`config.mk`:
```
export PLATFORM = sky130hd
export DESIGN_NAME = timer16_pwm_waveform_modes
export DESIGN_NICKNAME = d
export VERILOG_FILES = /design/src/design/pwm16_pkg.sv /design/src/design/timer16_pwm_waveform_modes.sv
export SDC_FILE = /design/constraint.sdc
export NUM_CORES = 1
export LEC_CHECK = 0
export BUFFER_PORTS_ARGS = -buffer_cell sky130_fd_sc_hd__buf_2
export CAP_MARGIN = 15
export CORE_MARGIN = 5
export CORE_UTILIZATION = 52
export DETAILED_ROUTE_END_ITERATION = 6
export MAX_ROUTING_LAYER = met4
export PLACE_DENSITY = 0.83
export SKIP_CTS_REPAIR_TIMING = 1
export SLEW_MARGIN = 10
export SYNTH_ARGS = -nofsm -noshare
export SYNTH_HDL_FRONTEND = slang
export SYNTH_SLANG_ARGS = --single-unit
export TNS_END_PERCENT = 10
```
`constraint.sdc`:
```
create_clock -name core_clk_i -period 2.99 [get_ports core_clk_i]
set_input_delay 0.598 -clock core_clk_i [delete_from_list [all_inputs] [get_ports core_clk_i]]
set_output_delay 0.598 -clock core_clk_i [all_outputs]
set_load 0.02 [all_outputs]
```
`src/design/pwm16_pkg.sv`:
```
package pwm16_pkg;

    // ------------------------------------------------------------
    // widths and fixed values
    // ------------------------------------------------------------
    localparam int unsigned          CNT_W      = 16;
    localparam logic [15:0]          BOTTOM_VAL = 16'h0000;
    localparam logic [15:0]          MAX_VAL    = 16'hffff;
    localparam logic [15:0]          TOP_8BIT   = 16'h00ff;
    localparam logic [15:0]          TOP_9BIT   = 16'h01ff;
    localparam logic [15:0]          TOP_10BIT  = 16'h03ff;
    localparam logic [15:0]          MIN_REG_TOP = 16'h0003; // least legal register top

    // ------------------------------------------------------------
    // waveform select codes
    // ------------------------------------------------------------
    localparam logic [3:0] WS_PC8     = 4'h1;
    localparam logic [3:0] WS_PC9     = 4'h2;
    localparam logic [3:0] WS_PC10    = 4'h3;
    localparam logic [3:0] WS_FP8     = 4'h5;
    localparam logic [3:0] WS_FP9     = 4'h6;
    localparam logic [3:0] WS_FP10    = 4'h7;
    localparam logic [3:0] WS_PC_CAP  = 4'ha;
    localparam logic [3:0] WS_PC_CMPA = 4'hb;
    localparam logic [3:0] WS_FP_CAP  = 4'he;
    localparam logic [3:0] WS_FP_CMPA = 4'hf;

    // ------------------------------------------------------------
    // output action select codes
    // ------------------------------------------------------------
    localparam logic [1:0] ACT_OFF    = 2'h0;
    localparam logic [1:0] ACT_TOGGLE = 2'h1;
    localparam logic [1:0] ACT_NONINV = 2'h2;
    localparam logic [1:0] ACT_INV    = 2'h3;

    // ------------------------------------------------------------
    // reset values
    // ------------------------------------------------------------
    localparam logic [15:0] RST_COUNT   = 16'h0000;
    localparam logic [15:0] RST_COMPARE = 16'h0000;
    localparam logic        RST_WAVE    = 1'b0;

    // per-channel control bundle
    typedef struct packed {
        logic [1:0] action;   // output action select
        logic       dir_out;  // pin direction bit, 1 = output
    } chan_ctrl_s;

    // per-cycle event flags, one-cycle pulses
    typedef struct packed {
        logic overflow;
        logic compare_a;
        logic compare_b;
        logic capture;
    } event_flags_s;

endpackage

```
`src/design/timer16_pwm_waveform_modes.sv`:
```
`timescale 1ns/1ps
// Notes on behaviour
// - capture top unbuffered; missed match wraps past ffff in fast pwm, turns at ffff in dual slope
// - compare a writes land in buffer
// - fast pwm: buffer loads at top match
// - action two non-inverted, three inverted
// - fast pwm: clear at match, restore at bottom
// - pin driven only when direction is output
// - fast pwm period is top plus one
// - fast pwm: compare zero spikes; compare top gives constant
// - select 15 toggle action on channel a halves frequency
// - selects 1,2,3,10,11 are dual slope
// - top per select; holds top one tick
// - dual slope: clear up, set down
// - dual slope: overflow flag at bottom
// - top flag with buffer load at top
// - fixed top masks compare write bits
// - compare flag whenever count equals compare
// - falling slope old top, rising new
// - dual slope period is twice top
// - dual slope extremes give constant levels
// - selects 5,6,7,14,15 are single slope
// - fast pwm: overflow flag at top
// - select 11 toggle action on channel a gives half duty
module timer16_pwm_waveform_modes #(
    parameter int unsigned CNT_W = pwm16_pkg::CNT_W
) (
    input  wire logic                    core_clk_i,
    input  wire logic                    rst_i,
    input  wire logic                    clk_en_i,          // freezes all state while low
    input  wire logic                    tick_i,            // prescaler timer-clock enable
    input  wire logic [3:0]              waveform_select_i,
    input  wire pwm16_pkg::chan_ctrl_s   ctrl_a_i,
    input  wire pwm16_pkg::chan_ctrl_s   ctrl_b_i,
    input  wire logic                    cmp_a_wr_i,        // compare a write strobe
    input  wire logic                    cmp_b_wr_i,        // compare b write strobe
    input  wire logic                    cap_wr_i,          // capture top write strobe
    input  wire logic [CNT_W-1:0]        wr_data_i,
    input  wire logic                    pin_a_port_i,      // port level when not overridden
    input  wire logic                    pin_b_port_i,
    output logic [CNT_W-1:0]             count_value_o,
    output logic [CNT_W-1:0]             compare_a_value_o, // active compare a
    output logic [CNT_W-1:0]             compare_b_value_o,
    output logic [CNT_W-1:0]             capture_top_value_o,
    output pwm16_pkg::event_flags_s      flags_o,           // one-cycle pulses
    output logic                         count_down_o,
    output logic                         wave_output_a_o,
    output logic                         wave_output_b_o,
    output logic                         pin_a_o,
    output logic                         pin_a_oe_n_o,      // low while driving
    output logic                         pin_b_o,
    output logic                         pin_b_oe_n_o
);

    // ------------------------------------------------------------
    // state
    // ------------------------------------------------------------
    logic [CNT_W-1:0] count_q,  count_d;   // running counter
    logic             down_q,   down_d;    // dual-slope direction
    logic [CNT_W-1:0] buf_a_q,  buf_a_d;   // compare a buffer
    logic [CNT_W-1:0] buf_b_q,  buf_b_d;   // compare b buffer
    logic [CNT_W-1:0] act_a_q,  act_a_d;   // active compare a
    logic [CNT_W-1:0] act_b_q,  act_b_d;   // active compare b
    logic [CNT_W-1:0] cap_q,    cap_d;     // capture register used as top
    logic             wave_a_q, wave_a_d;
    logic             wave_b_q, wave_b_d;
    pwm16_pkg::event_flags_s flags_q, flags_d;

    // ------------------------------------------------------------
    // mode decode
    // ------------------------------------------------------------
    wire logic [3:0] ws = waveform_select_i;
    wire logic mode_pc = (ws == pwm16_pkg::WS_PC8) || (ws == pwm16_pkg::WS_PC9)
                      || (ws == pwm16_pkg::WS_PC10) || (ws == pwm16_pkg::WS_PC_CAP)
                      || (ws == pwm16_pkg::WS_PC_CMPA);
    wire logic mode_fp = (ws == pwm16_pkg::WS_FP8) || (ws == pwm16_pkg::WS_FP9)
                      || (ws == pwm16_pkg::WS_FP10) || (ws == pwm16_pkg::WS_FP_CAP)
                      || (ws == pwm16_pkg::WS_FP_CMPA);
    wire logic top_cap  = (ws == pwm16_pkg::WS_PC_CAP)  || (ws == pwm16_pkg::WS_FP_CAP);
    wire logic top_cmpa = (ws == pwm16_pkg::WS_PC_CMPA) || (ws == pwm16_pkg::WS_FP_CMPA);

    // fixed-top resolution mask; all ones when top comes from a register
    wire logic [CNT_W-1:0] res_mask =
        ((ws == pwm16_pkg::WS_PC8)  || (ws == pwm16_pkg::WS_FP8))  ? CNT_W'(pwm16_pkg::TOP_8BIT)  :
        ((ws == pwm16_pkg::WS_PC9)  || (ws == pwm16_pkg::WS_FP9))  ? CNT_W'(pwm16_pkg::TOP_9BIT)  :
        ((ws == pwm16_pkg::WS_PC10) || (ws == pwm16_pkg::WS_FP10)) ? CNT_W'(pwm16_pkg::TOP_10BIT) :
        CNT_W'(pwm16_pkg::MAX_VAL);

    // top selection; register tops are live, fixed tops equal the mask
    wire logic [CNT_W-1:0] top_val = top_cap  ? cap_q   :
                                     top_cmpa ? act_a_q : res_mask;

    // masked write data for compare registers
    wire logic [CNT_W-1:0] wr_masked = wr_data_i & res_mask;

    // ------------------------------------------------------------
    // counter events
    // ------------------------------------------------------------
    // exact equality only: a top written below the count is missed and the
    // counter runs on to all ones, then wraps in fast pwm or turns in dual slope
    wire logic at_top    = (count_q == top_val);
    wire logic at_max    = (count_q == CNT_W'(pwm16_pkg::MAX_VAL));
    wire logic at_bottom = (count_q == CNT_W'(pwm16_pkg::BOTTOM_VAL));
    wire logic match_a   = (count_q == act_a_q);
    wire logic match_b   = (count_q == act_b_q);
    wire logic wrap_fp   = mode_fp && (at_top || at_max);
    // dual slope turns at top; a missed top still turns at all ones
    wire logic turn_pc   = mode_pc && !down_q && (at_top || at_max);
    // dual slope overflow fires once per period, on the tick spent at bottom;
    // flagging the step into bottom as well would give two pulses a period
    wire logic bot_pc    = mode_pc && down_q && at_bottom;
    // buffer load point: top in both pwm families
    wire logic load_pt   = mode_fp ? at_top : (mode_pc && !down_q && at_top);

    // ------------------------------------------------------------
    // counter next state
    // ------------------------------------------------------------
    // fast pwm clears after top; dual slope holds top one tick then reverses
    always_comb begin
        count_d = count_q;
        down_d  = down_q;
        if (mode_fp) begin
            down_d  = 1'b0;
            count_d = wrap_fp ? CNT_W'(pwm16_pkg::BOTTOM_VAL) : count_q + CNT_W'(1);
        end else if (mode_pc) begin
            if (turn_pc) begin
                down_d  = 1'b1;
                count_d = count_q - CNT_W'(1);
            end else if (down_q && at_bottom) begin
                down_d  = 1'b0;
                count_d = count_q + CNT_W'(1);
            end else if (down_q) begin
                count_d = count_q - CNT_W'(1);
            end else begin
                count_d = count_q + CNT_W'(1);
            end
        end else begin
            // modes outside this block: plain up count
            down_d  = 1'b0;
            count_d = count_q + CNT_W'(1);
        end
    end

    // ------------------------------------------------------------
    // double buffer and capture register
    // ------------------------------------------------------------
    // writes always go to the buffer; in the pwm modes the active copy moves at top only.
    // the capture register has no buffer, so a write takes effect at once
    always_comb begin
        buf_a_d = cmp_a_wr_i ? wr_masked : buf_a_q;
        buf_b_d = cmp_b_wr_i ? wr_masked : buf_b_q;
        cap_d   = cap_wr_i   ? wr_data_i : cap_q;
        act_a_d = act_a_q;
        act_b_d = act_b_q;
        if (tick_i && load_pt) begin
            act_a_d = buf_a_q;
            act_b_d = buf_b_q;
        end else if (!(mode_fp || mode_pc)) begin
            // no buffering outside the pwm modes
            act_a_d = buf_a_q;
            act_b_d = buf_b_q;
        end
    end

    // ------------------------------------------------------------
    // waveform logic, one function for both channels
    // ------------------------------------------------------------
    function automatic logic wave_next(input logic cur, input logic [1:0] act,
                                       input logic mt, input logic is_a,
                                       input logic [CNT_W-1:0] cmp);
        logic nv;
        nv = cur;
        if (act == pwm16_pkg::ACT_TOGGLE) begin
            // toggle only for channel a with compare a as top
            if (is_a && top_cmpa && mt) begin
                nv = !cur;
            end
        end else if (act[1]) begin
            if (mode_fp) begin
                // match to the active level wins over bottom restore, so a
                // compare of top gives a constant level
                if (mt) begin
                    nv = act[0];
                end else if (at_top || at_max) begin
                    nv = !act[0];
                end
            end else if (mode_pc && mt) begin
                // up-count match clears, down-count match sets
                nv = (down_q || (turn_pc && !at_top)) ? !act[0] : act[0];
                if (!down_q && cmp == top_val) begin
                    nv = !act[0];
                end
                if (cmp == CNT_W'(pwm16_pkg::BOTTOM_VAL)) begin
                    nv = act[0];
                end
            end
        end
        return nv;
    endfunction

    // period figures are emergent from the counter sequence
    always_comb begin
        wave_a_d = wave_next(wave_a_q, ctrl_a_i.action, match_a, 1'b1, act_a_q);
        wave_b_d = wave_next(wave_b_q, ctrl_b_i.action, match_b, 1'b0, act_b_q);
    end

    // ------------------------------------------------------------
    // flags: one-cycle pulses in the tick where the event occurs
    // ------------------------------------------------------------
    always_comb begin
        flags_d           = '0;
        flags_d.overflow  = tick_i && (mode_fp ? at_top : (mode_pc ? bot_pc : at_max));
        flags_d.compare_a = tick_i && match_a;
        flags_d.compare_b = tick_i && match_b;
        flags_d.capture   = tick_i && top_cap && load_pt;
    end

    // ------------------------------------------------------------
    // registers; timer state moves only on the timer enable
    // ------------------------------------------------------------
    always_ff @(posedge core_clk_i) begin
        if (rst_i) begin
            count_q  <= pwm16_pkg::RST_COUNT;
            down_q   <= 1'b0;
            buf_a_q  <= pwm16_pkg::RST_COMPARE;
            buf_b_q  <= pwm16_pkg::RST_COMPARE;
            act_a_q  <= pwm16_pkg::RST_COMPARE;
            act_b_q  <= pwm16_pkg::RST_COMPARE;
            cap_q    <= pwm16_pkg::RST_COMPARE;
            wave_a_q <= pwm16_pkg::RST_WAVE;
            wave_b_q <= pwm16_pkg::RST_WAVE;
            flags_q  <= '0;
        end else if (clk_en_i) begin
            buf_a_q <= buf_a_d;
            buf_b_q <= buf_b_d;
            cap_q   <= cap_d;
            act_a_q <= act_a_d;
            act_b_q <= act_b_d;
            flags_q <= flags_d;
            if (tick_i) begin
                count_q  <= count_d;
                down_q   <= down_d;
                wave_a_q <= wave_a_d;
                wave_b_q <= wave_b_d;
            end
        end
    end

    // ------------------------------------------------------------
    // pin override: driven only with output direction
    // ------------------------------------------------------------
    wire logic ovr_a = (ctrl_a_i.action != pwm16_pkg::ACT_OFF);
    wire logic ovr_b = (ctrl_b_i.action != pwm16_pkg::ACT_OFF);

    assign pin_a_o      = ovr_a ? wave_a_q : pin_a_port_i;
    assign pin_b_o      = ovr_b ? wave_b_q : pin_b_port_i;
    assign pin_a_oe_n_o = !ctrl_a_i.dir_out;
    assign pin_b_oe_n_o = !ctrl_b_i.dir_out;

    assign count_value_o       = count_q;
    assign compare_a_value_o   = act_a_q;
    assign compare_b_value_o   = act_b_q;
    assign capture_top_value_o = cap_q;
    assign flags_o             = flags_q;
    assign count_down_o        = down_q;
    assign wave_output_a_o     = wave_a_q;
    assign wave_output_b_o     = wave_b_q;

endmodule

```
## Word-level counts from Yosys, hierarchy flattened

Cells that the tools add are included.

| storage, ports and cells | value |
|---|---|
| output and inout port bits | 75 |
| input port bits | 35 |
| register bits after elaboration | 103 |
| word-level logic and storage cells | 139 |

| cells by class | value |
|---|---|
| reduce and logical (&&, ||, !) cells | 58 |
| bitwise gates (word level) | 2 |
| add/sub/neg operators | 2 |
| eq/ne operators | 23 |
| multiplexer cells | 41 |

Operator list:

| operator | count |
|---|---|
| 16-bit two-way mux | 15 |
| 16-bit equality test | 5 |
| 16-bit zero test | 3 |
| 1-bit two-way mux | 26 |
| 1-bit logical AND | 19 |
| 16-bit by 1-bit adder with 16-bit output (second input constant) | 1 |
| 16-bit AND | 1 |
| 16-bit equality test (second input constant) | 1 |
| 4-bit equality test (second input constant) | 4 |
| 1-bit logical OR | 16 |
| 16-bit by 1-bit subtractor with 16-bit output (second input constant) | 1 |
| 4-bit by 3-bit equality test with 1-bit output (second input constant) | 3 |
| 6-bit AND reduction | 2 |
| 2-bit AND reduction | 5 |
| 4-bit by 2-bit equality test with 1-bit output (second input constant) | 2 |
| 4-bit by 1-bit != test with 1-bit output (second input constant) | 2 |
| 2-bit nonzero test | 4 |
| 1-bit zero test | 7 |
| 2-bit by 1-bit equality test with 1-bit output (second input constant) | 2 |
| 4-bit by 1-bit equality test with 1-bit output (second input constant) | 1 |
| 3-bit by 1-bit != test with 1-bit output (second input constant) | 1 |
| 3-bit AND reduction | 1 |
| 3-bit nonzero test | 1 |
| 2-bit by 1-bit != test with 1-bit output (second input constant) | 1 |
| other kinds (2) | 2 |

## Depth between registers and ports, before layout

| depth | value |
|---|---|
| word-level depth | 19 |
| depth in mapped cells | 14 |
| depth with buffers taken out | 11 |

## Least setup slack after synthesis

OpenSTA, ideal clock, no wires.

| timing | value |
|---|---|
| kind | input port to flip-flop |
| start | in waveform_select_i[1] |
| end | reg wave_a_q (netlist: wave_output_a_o) |
| required time | 2.916 ns |
| path buffers | 3 |
| path slack | 0.074 ns |
| arrival | 2.842 ns |
| library setup time | 0.074 ns |
| stages on the path | 11 |
| path through | buf_6 and2_4 buf_6 buf_6 a22oi_1 xnor2_1 nand3_2 o22a_2 o41ai_4 or3b_1 a31oi_1 |

| between the ends | value |
|---|---|
| longest elaborated chain between the ends | 19 |
| elaborated cells between the ends (all ways) | 50 |
| those cells by class | eq/ne (14); mux (12); reduce/logical (24) |

Ends and longest elaborated chain:

| item | line | text |
|---|---|---|
| start, declared | timer16_pwm_waveform_modes.sv:32 | `input wire logic [3:0] waveform_select_i,` |
| 4-bit by 2-bit equality test with 1-bit output or 4-bit by 3-bit equality test with 1-bit output (tied branches) | timer16_pwm_waveform_modes.sv:74, timer16_pwm_waveform_modes.sv:86, timer16_pwm_waveform_modes.sv:77 |  |
| 1-bit logical OR | timer16_pwm_waveform_modes.sv:86 | `((ws == pwm16_pkg::WS_PC10) \|\| (ws == pwm16_pkg::WS_FP10)) ? CNT_W'(pwm16_pkg::TOP_10BIT) :` |
| 16-bit two-way mux | timer16_pwm_waveform_modes.sv:86 |  |
| 16-bit two-way mux | timer16_pwm_waveform_modes.sv:85 | `((ws == pwm16_pkg::WS_PC9) \|\| (ws == pwm16_pkg::WS_FP9)) ? CNT_W'(pwm16_pkg::TOP_9BIT) :` |
| 16-bit two-way mux | timer16_pwm_waveform_modes.sv:84 | `((ws == pwm16_pkg::WS_PC8) \|\| (ws == pwm16_pkg::WS_FP8)) ? CNT_W'(pwm16_pkg::TOP_8BIT) :` |
| 16-bit two-way mux | timer16_pwm_waveform_modes.sv:91 | `top_cmpa ? act_a_q : res_mask;` |
| 16-bit two-way mux | timer16_pwm_waveform_modes.sv:90 | `wire logic [CNT_W-1:0] top_val = top_cap ? cap_q :` |
| 16-bit equality test | timer16_pwm_waveform_modes.sv:101 | `wire logic at_top = (count_q == top_val);` |
| [3 not listed] | -- |  |
| 1-bit logical OR | timer16_pwm_waveform_modes.sv:189 | `nv = (down_q \|\| (turn_pc && !at_top)) ? !act[0] : act[0];` |
| 1-bit two-way mux | timer16_pwm_waveform_modes.sv:189 |  |
| 1-bit two-way mux | timer16_pwm_waveform_modes.sv:190 | `if (!down_q && cmp == top_val) begin` |
| 1-bit two-way mux | timer16_pwm_waveform_modes.sv:193 | `if (cmp == CNT_W'(pwm16_pkg::BOTTOM_VAL)) begin` |
| 1-bit two-way mux | timer16_pwm_waveform_modes.sv:187 | `end else if (mode_pc && mt) begin` |
| 1-bit two-way mux | timer16_pwm_waveform_modes.sv:179 | `if (mode_fp) begin` |
| 1-bit two-way mux | timer16_pwm_waveform_modes.sv:178 | `end else if (act[1]) begin` |
| 1-bit two-way mux | timer16_pwm_waveform_modes.sv:173 | `if (act == pwm16_pkg::ACT_TOGGLE) begin` |
| end signal, assigned | timer16_pwm_waveform_modes.sv:230 | `wave_a_q <= pwm16_pkg::RST_WAVE;` |
| end signal, assigned | timer16_pwm_waveform_modes.sv:243 | `wave_a_q <= wave_a_d;` |
| end, declared | timer16_pwm_waveform_modes.sv:65 | `logic wave_a_q, wave_a_d;` |

Parallel ways exist; a longest one is shown, timed or not. The select of a mux whose other input is x is not followed.
A chain may end at the register's enable or synchronous reset.

## Final worst setup path

| timing | value |
|---|---|
| start | in waveform_select_i[1] |
| end | reg act_b_q[3] (netlist: compare_b_value_o[3]) |

| between the ends | value |
|---|---|
| longest elaborated chain between the ends | 13 |
| elaborated cells between the ends (all ways) | 37 |
| those cells by class | eq/ne (12); mux (7); reduce/logical (18) |

Ends and longest elaborated chain:

| item | line | text |
|---|---|---|
| 4-bit by 2-bit equality test with 1-bit output or 4-bit by 3-bit equality test with 1-bit output (tied branches) | timer16_pwm_waveform_modes.sv:74, timer16_pwm_waveform_modes.sv:86, timer16_pwm_waveform_modes.sv:77 |  |
| 1-bit logical OR | timer16_pwm_waveform_modes.sv:86 |  |
| 16-bit two-way mux | timer16_pwm_waveform_modes.sv:86 |  |
| 16-bit two-way mux | timer16_pwm_waveform_modes.sv:85 |  |
| 16-bit two-way mux | timer16_pwm_waveform_modes.sv:84 |  |
| 16-bit two-way mux | timer16_pwm_waveform_modes.sv:91 |  |
| 16-bit two-way mux | timer16_pwm_waveform_modes.sv:90 |  |
| 16-bit equality test | timer16_pwm_waveform_modes.sv:101 |  |
| 1-bit logical AND | timer16_pwm_waveform_modes.sv:113 | `wire logic load_pt = mode_fp ? at_top : (mode_pc && !down_q && at_top);` |
| 1-bit two-way mux | timer16_pwm_waveform_modes.sv:113 |  |
| 1-bit logical AND | timer16_pwm_waveform_modes.sv:155 | `if (tick_i && load_pt) begin` |
| 2-bit != test (no source line) | -- |  |
| 2-bit AND reduction (no source line) | -- |  |
| end signal, assigned | timer16_pwm_waveform_modes.sv:228 | `act_b_q <= pwm16_pkg::RST_COMPARE;` |
| end signal, assigned | timer16_pwm_waveform_modes.sv:238 | `act_b_q <= act_b_d;` |
| end, declared | timer16_pwm_waveform_modes.sv:63 | `logic [CNT_W-1:0] act_b_q, act_b_d;` |

Parallel ways exist; a longest one is shown, timed or not.

==> run metrics <==
Final Hold Vio Count=0; r2r startpoint=compare_a_value_o[6]; Hold Startpoint=buf_a_q[13]; Max Fanout on Critical Path=15; num ports=110; synthesis-to-finish area growth=25.09%; register-to-register setup slack=210 ps; capture point of the worst reg-to-reg path=compare_b_value_o[3]; Pre-Repair DR Iteration Count=6; Inst Count DP=1225; global-route wire length before repair=39340 µm; total length of routed wires=25650 µm; leakage dissipation=3.772 nW; Synth async-reset ratio=0%; Final period util=94.59%; clock sinks=103; post-synthesis sequential area ratio=30.77%; number of synthesized flops with an enable pin=0; vias in the first global route=7214; most frequent cells in the layout=nand2_1, buf_4, buf_2; worst endpoint data arrival time=3060 ps; hold_ws=455.3 ps; TritonCTS clock tree=yes; chip height=123.5 µm; ANT cells=0; Slew @ Worst Pin=694.8 ps; Most used DFF post-synth=dfxtp_1; chip width=123.5 µm; Via density=6.268; GR Util All Layers=34.70%; synthesized area=6701 µm²; Gate Count Post-Synth=897; # setup viols final=0; row count=41; CTS Buffer Depth=2; Clock Latency Late Sink=360 ps; CP startpoint=waveform_select_i[1]; Max Cap Viol=0; share of cells above drive strength 1=24.91%; Worst slew margin=53.57%; core area=12620 µm²; VDD IR max=544.4 µV; global route overflow=0; Hold Path Sink=buf_a_q[13]; TNS Setup=0 ps; Starting Density=53.10%; CTS root buf=clkbuf_16; Setup Crit Path Kind=in -> reg; Hold Path Class=reg -> reg; Synthesized Nets=934; Syn Area/Cell=7.471 µm²; Nets=1101; Worst Skew=11.38 ps; largest net degree at the start of global routing=85; Pwr Total=3.337 mW; Max Fclk=0.3536 GHz; #FFs+latches synth=103; Non-Filler Instances=1240; Hold Path Depth=2; CP endpoint kind=flip-flop; HPWL Detailed=19470 µm; Die ar.=15260 µm²; Final ANT Viol Nets=0; Yosys warning count=0; Unique masters post-synth=67; initial DRC count=1125; Pwr Density=398.1 nW/µm²; htree depth=3; Final min period=2828 ps; most common cell after layout, fill and taps aside=nand2_1; RSZ-0062 raised after global routing=yes; initial antenna violation count=0; Residual DRC=0; Worst EP required=3220 ps; Num CTS Buffers=9; DR vias=7772; CP startpoint kind=primary input; status=completed; routed len/inst=20.68 µm; Port Buffer Count=109; number of max-slew violations in the final report=0; worst r2r path cells=12; Placer Congestion=1.060; clk slew on worst S/H paths=70 ps
power by group:
part | switching, mW | total, mW | internal (mW) | leakage [nW]
combinational | 0.404 | 0.675 | 0.271 | 2.79
sequential | 0.0423 | 1.45 | 1.41 | 0.836
clock | 0.555 | 1.21 | 0.654 | 0.142
synthesized netlist by cell type, drive strengths merged (4+ instances only):
cell type	count	area share, %
mux2	4	0.67
a21oi	82	6.1
nor2	75	4.2
o21a	4	0.45
or2	4	0.37
xor2	38	5.0
buf	21	1.9
nor3	25	1.9
nand4	16	1.5
xnor2	31	4.1
dfxtp	103	31
clkbuf	51	2.9
and3	5	0.47
inv	27	1.5
or3	4	0.37
o2111ai	6	0.78
a32oi	6	0.78
nor4	24	2.6
nand2b	10	0.93
nand2	132	7.4
o21ai	46	3.4
nand3	34	2.8
and2	7	0.69
mux2i	37	5.5
a31oi	10	0.93
nand4b	5	0.65
a21boi	13	1.5
o211ai	14	2.0
a221oi	4	0.52
o22ai	10	0.93
a2bb2oi	5	0.65
a211oi	4	0.45
o31ai	6	0.67
metal layers:
layer | wire length (µm) | vias to the layer above | global-route usage (%)
met1 | 9751 | 3620 | 43.54
met5 | 0 | - | -
met3 | 3114 | 99 | 8.051
met4 | 1193 | 0 | 16.68
met2 | 11590 | 532 | 52.74
li1 | - | 3521 | -
worst max-delay path, stage by stage:
cell and delay [ps]:
buf_2 170, and2_4 310, nand3_2 160, xnor2_1 170, nor4_2 300, nand4_1 160, buf_4 220, nor3_1 260
buf_4 180, o21ai_4 80, buf_4 190, mux2i_1 180, nor2_1 60
cells by family after synthesis:
logic type | Yosys count | share of synthesized area [%]
xor gates and xnor gates | 69 | 9.018
buffers and inverters | 99 | 6.254
and+or+nand+nor | 353 | 25.26
muxes | 41 | 6.199
AOI/OAI and AO/OA | 230 | 22.12
DFF | 103 | 30.77
adders and majority gates | 2 | 0.3734
cell type report:
| type | instances | area [µm²] |
|---|---|---|
| Fill cell | 1102 | 4237 |
| Multi-Input combinational cell | 695 | 4235 |
| Sequential cell | 103 | 2062 |
| Timing Repair Buffer | 228 | 1481 |
| Clock buffer | 11 | 232.7 |
| Tap cell | 172 | 215.2 |
| Inverter | 27 | 101.3 |
| Clock inverter | 4 | 55.05 |
worst max path at each step:
stage                                 to  cells after the start
global placement       count_value_o[13]                     12
floorplan                wave_output_a_o                     11
finish              compare_b_value_o[3]                     13
global route        compare_b_value_o[9]                     13
detailed placement      count_value_o[5]                     13
CTS                 compare_b_value_o[3]                     14
registers in the layout, summed over array words and instances, names as in the netlist:
name and cells:
wave_output_b_o 1, buf_a_q 16, compare_b_value_o 16, compare_a_value_o 16
count_value_o 16, count_down_o 1, buf_b_q 16, capture_top_value_o 16
flags_o 4, wave_output_a_o 1
per-stage QoR:
step / worst slack [ps] / instance area, µm² / utilization (%)
finish: 161.7 / 8383 / 66.43
floorplan: 73.55 / 6701 / -
CTS: 168.1 / 8377 / 66.38
global placement: -113.4 / 8089 / 64.10
global route: -7.945 / 8383 / 66.43
detailed placement: -177.3 / 8089 / 64.10
Power figures use the tool's default switching activity.
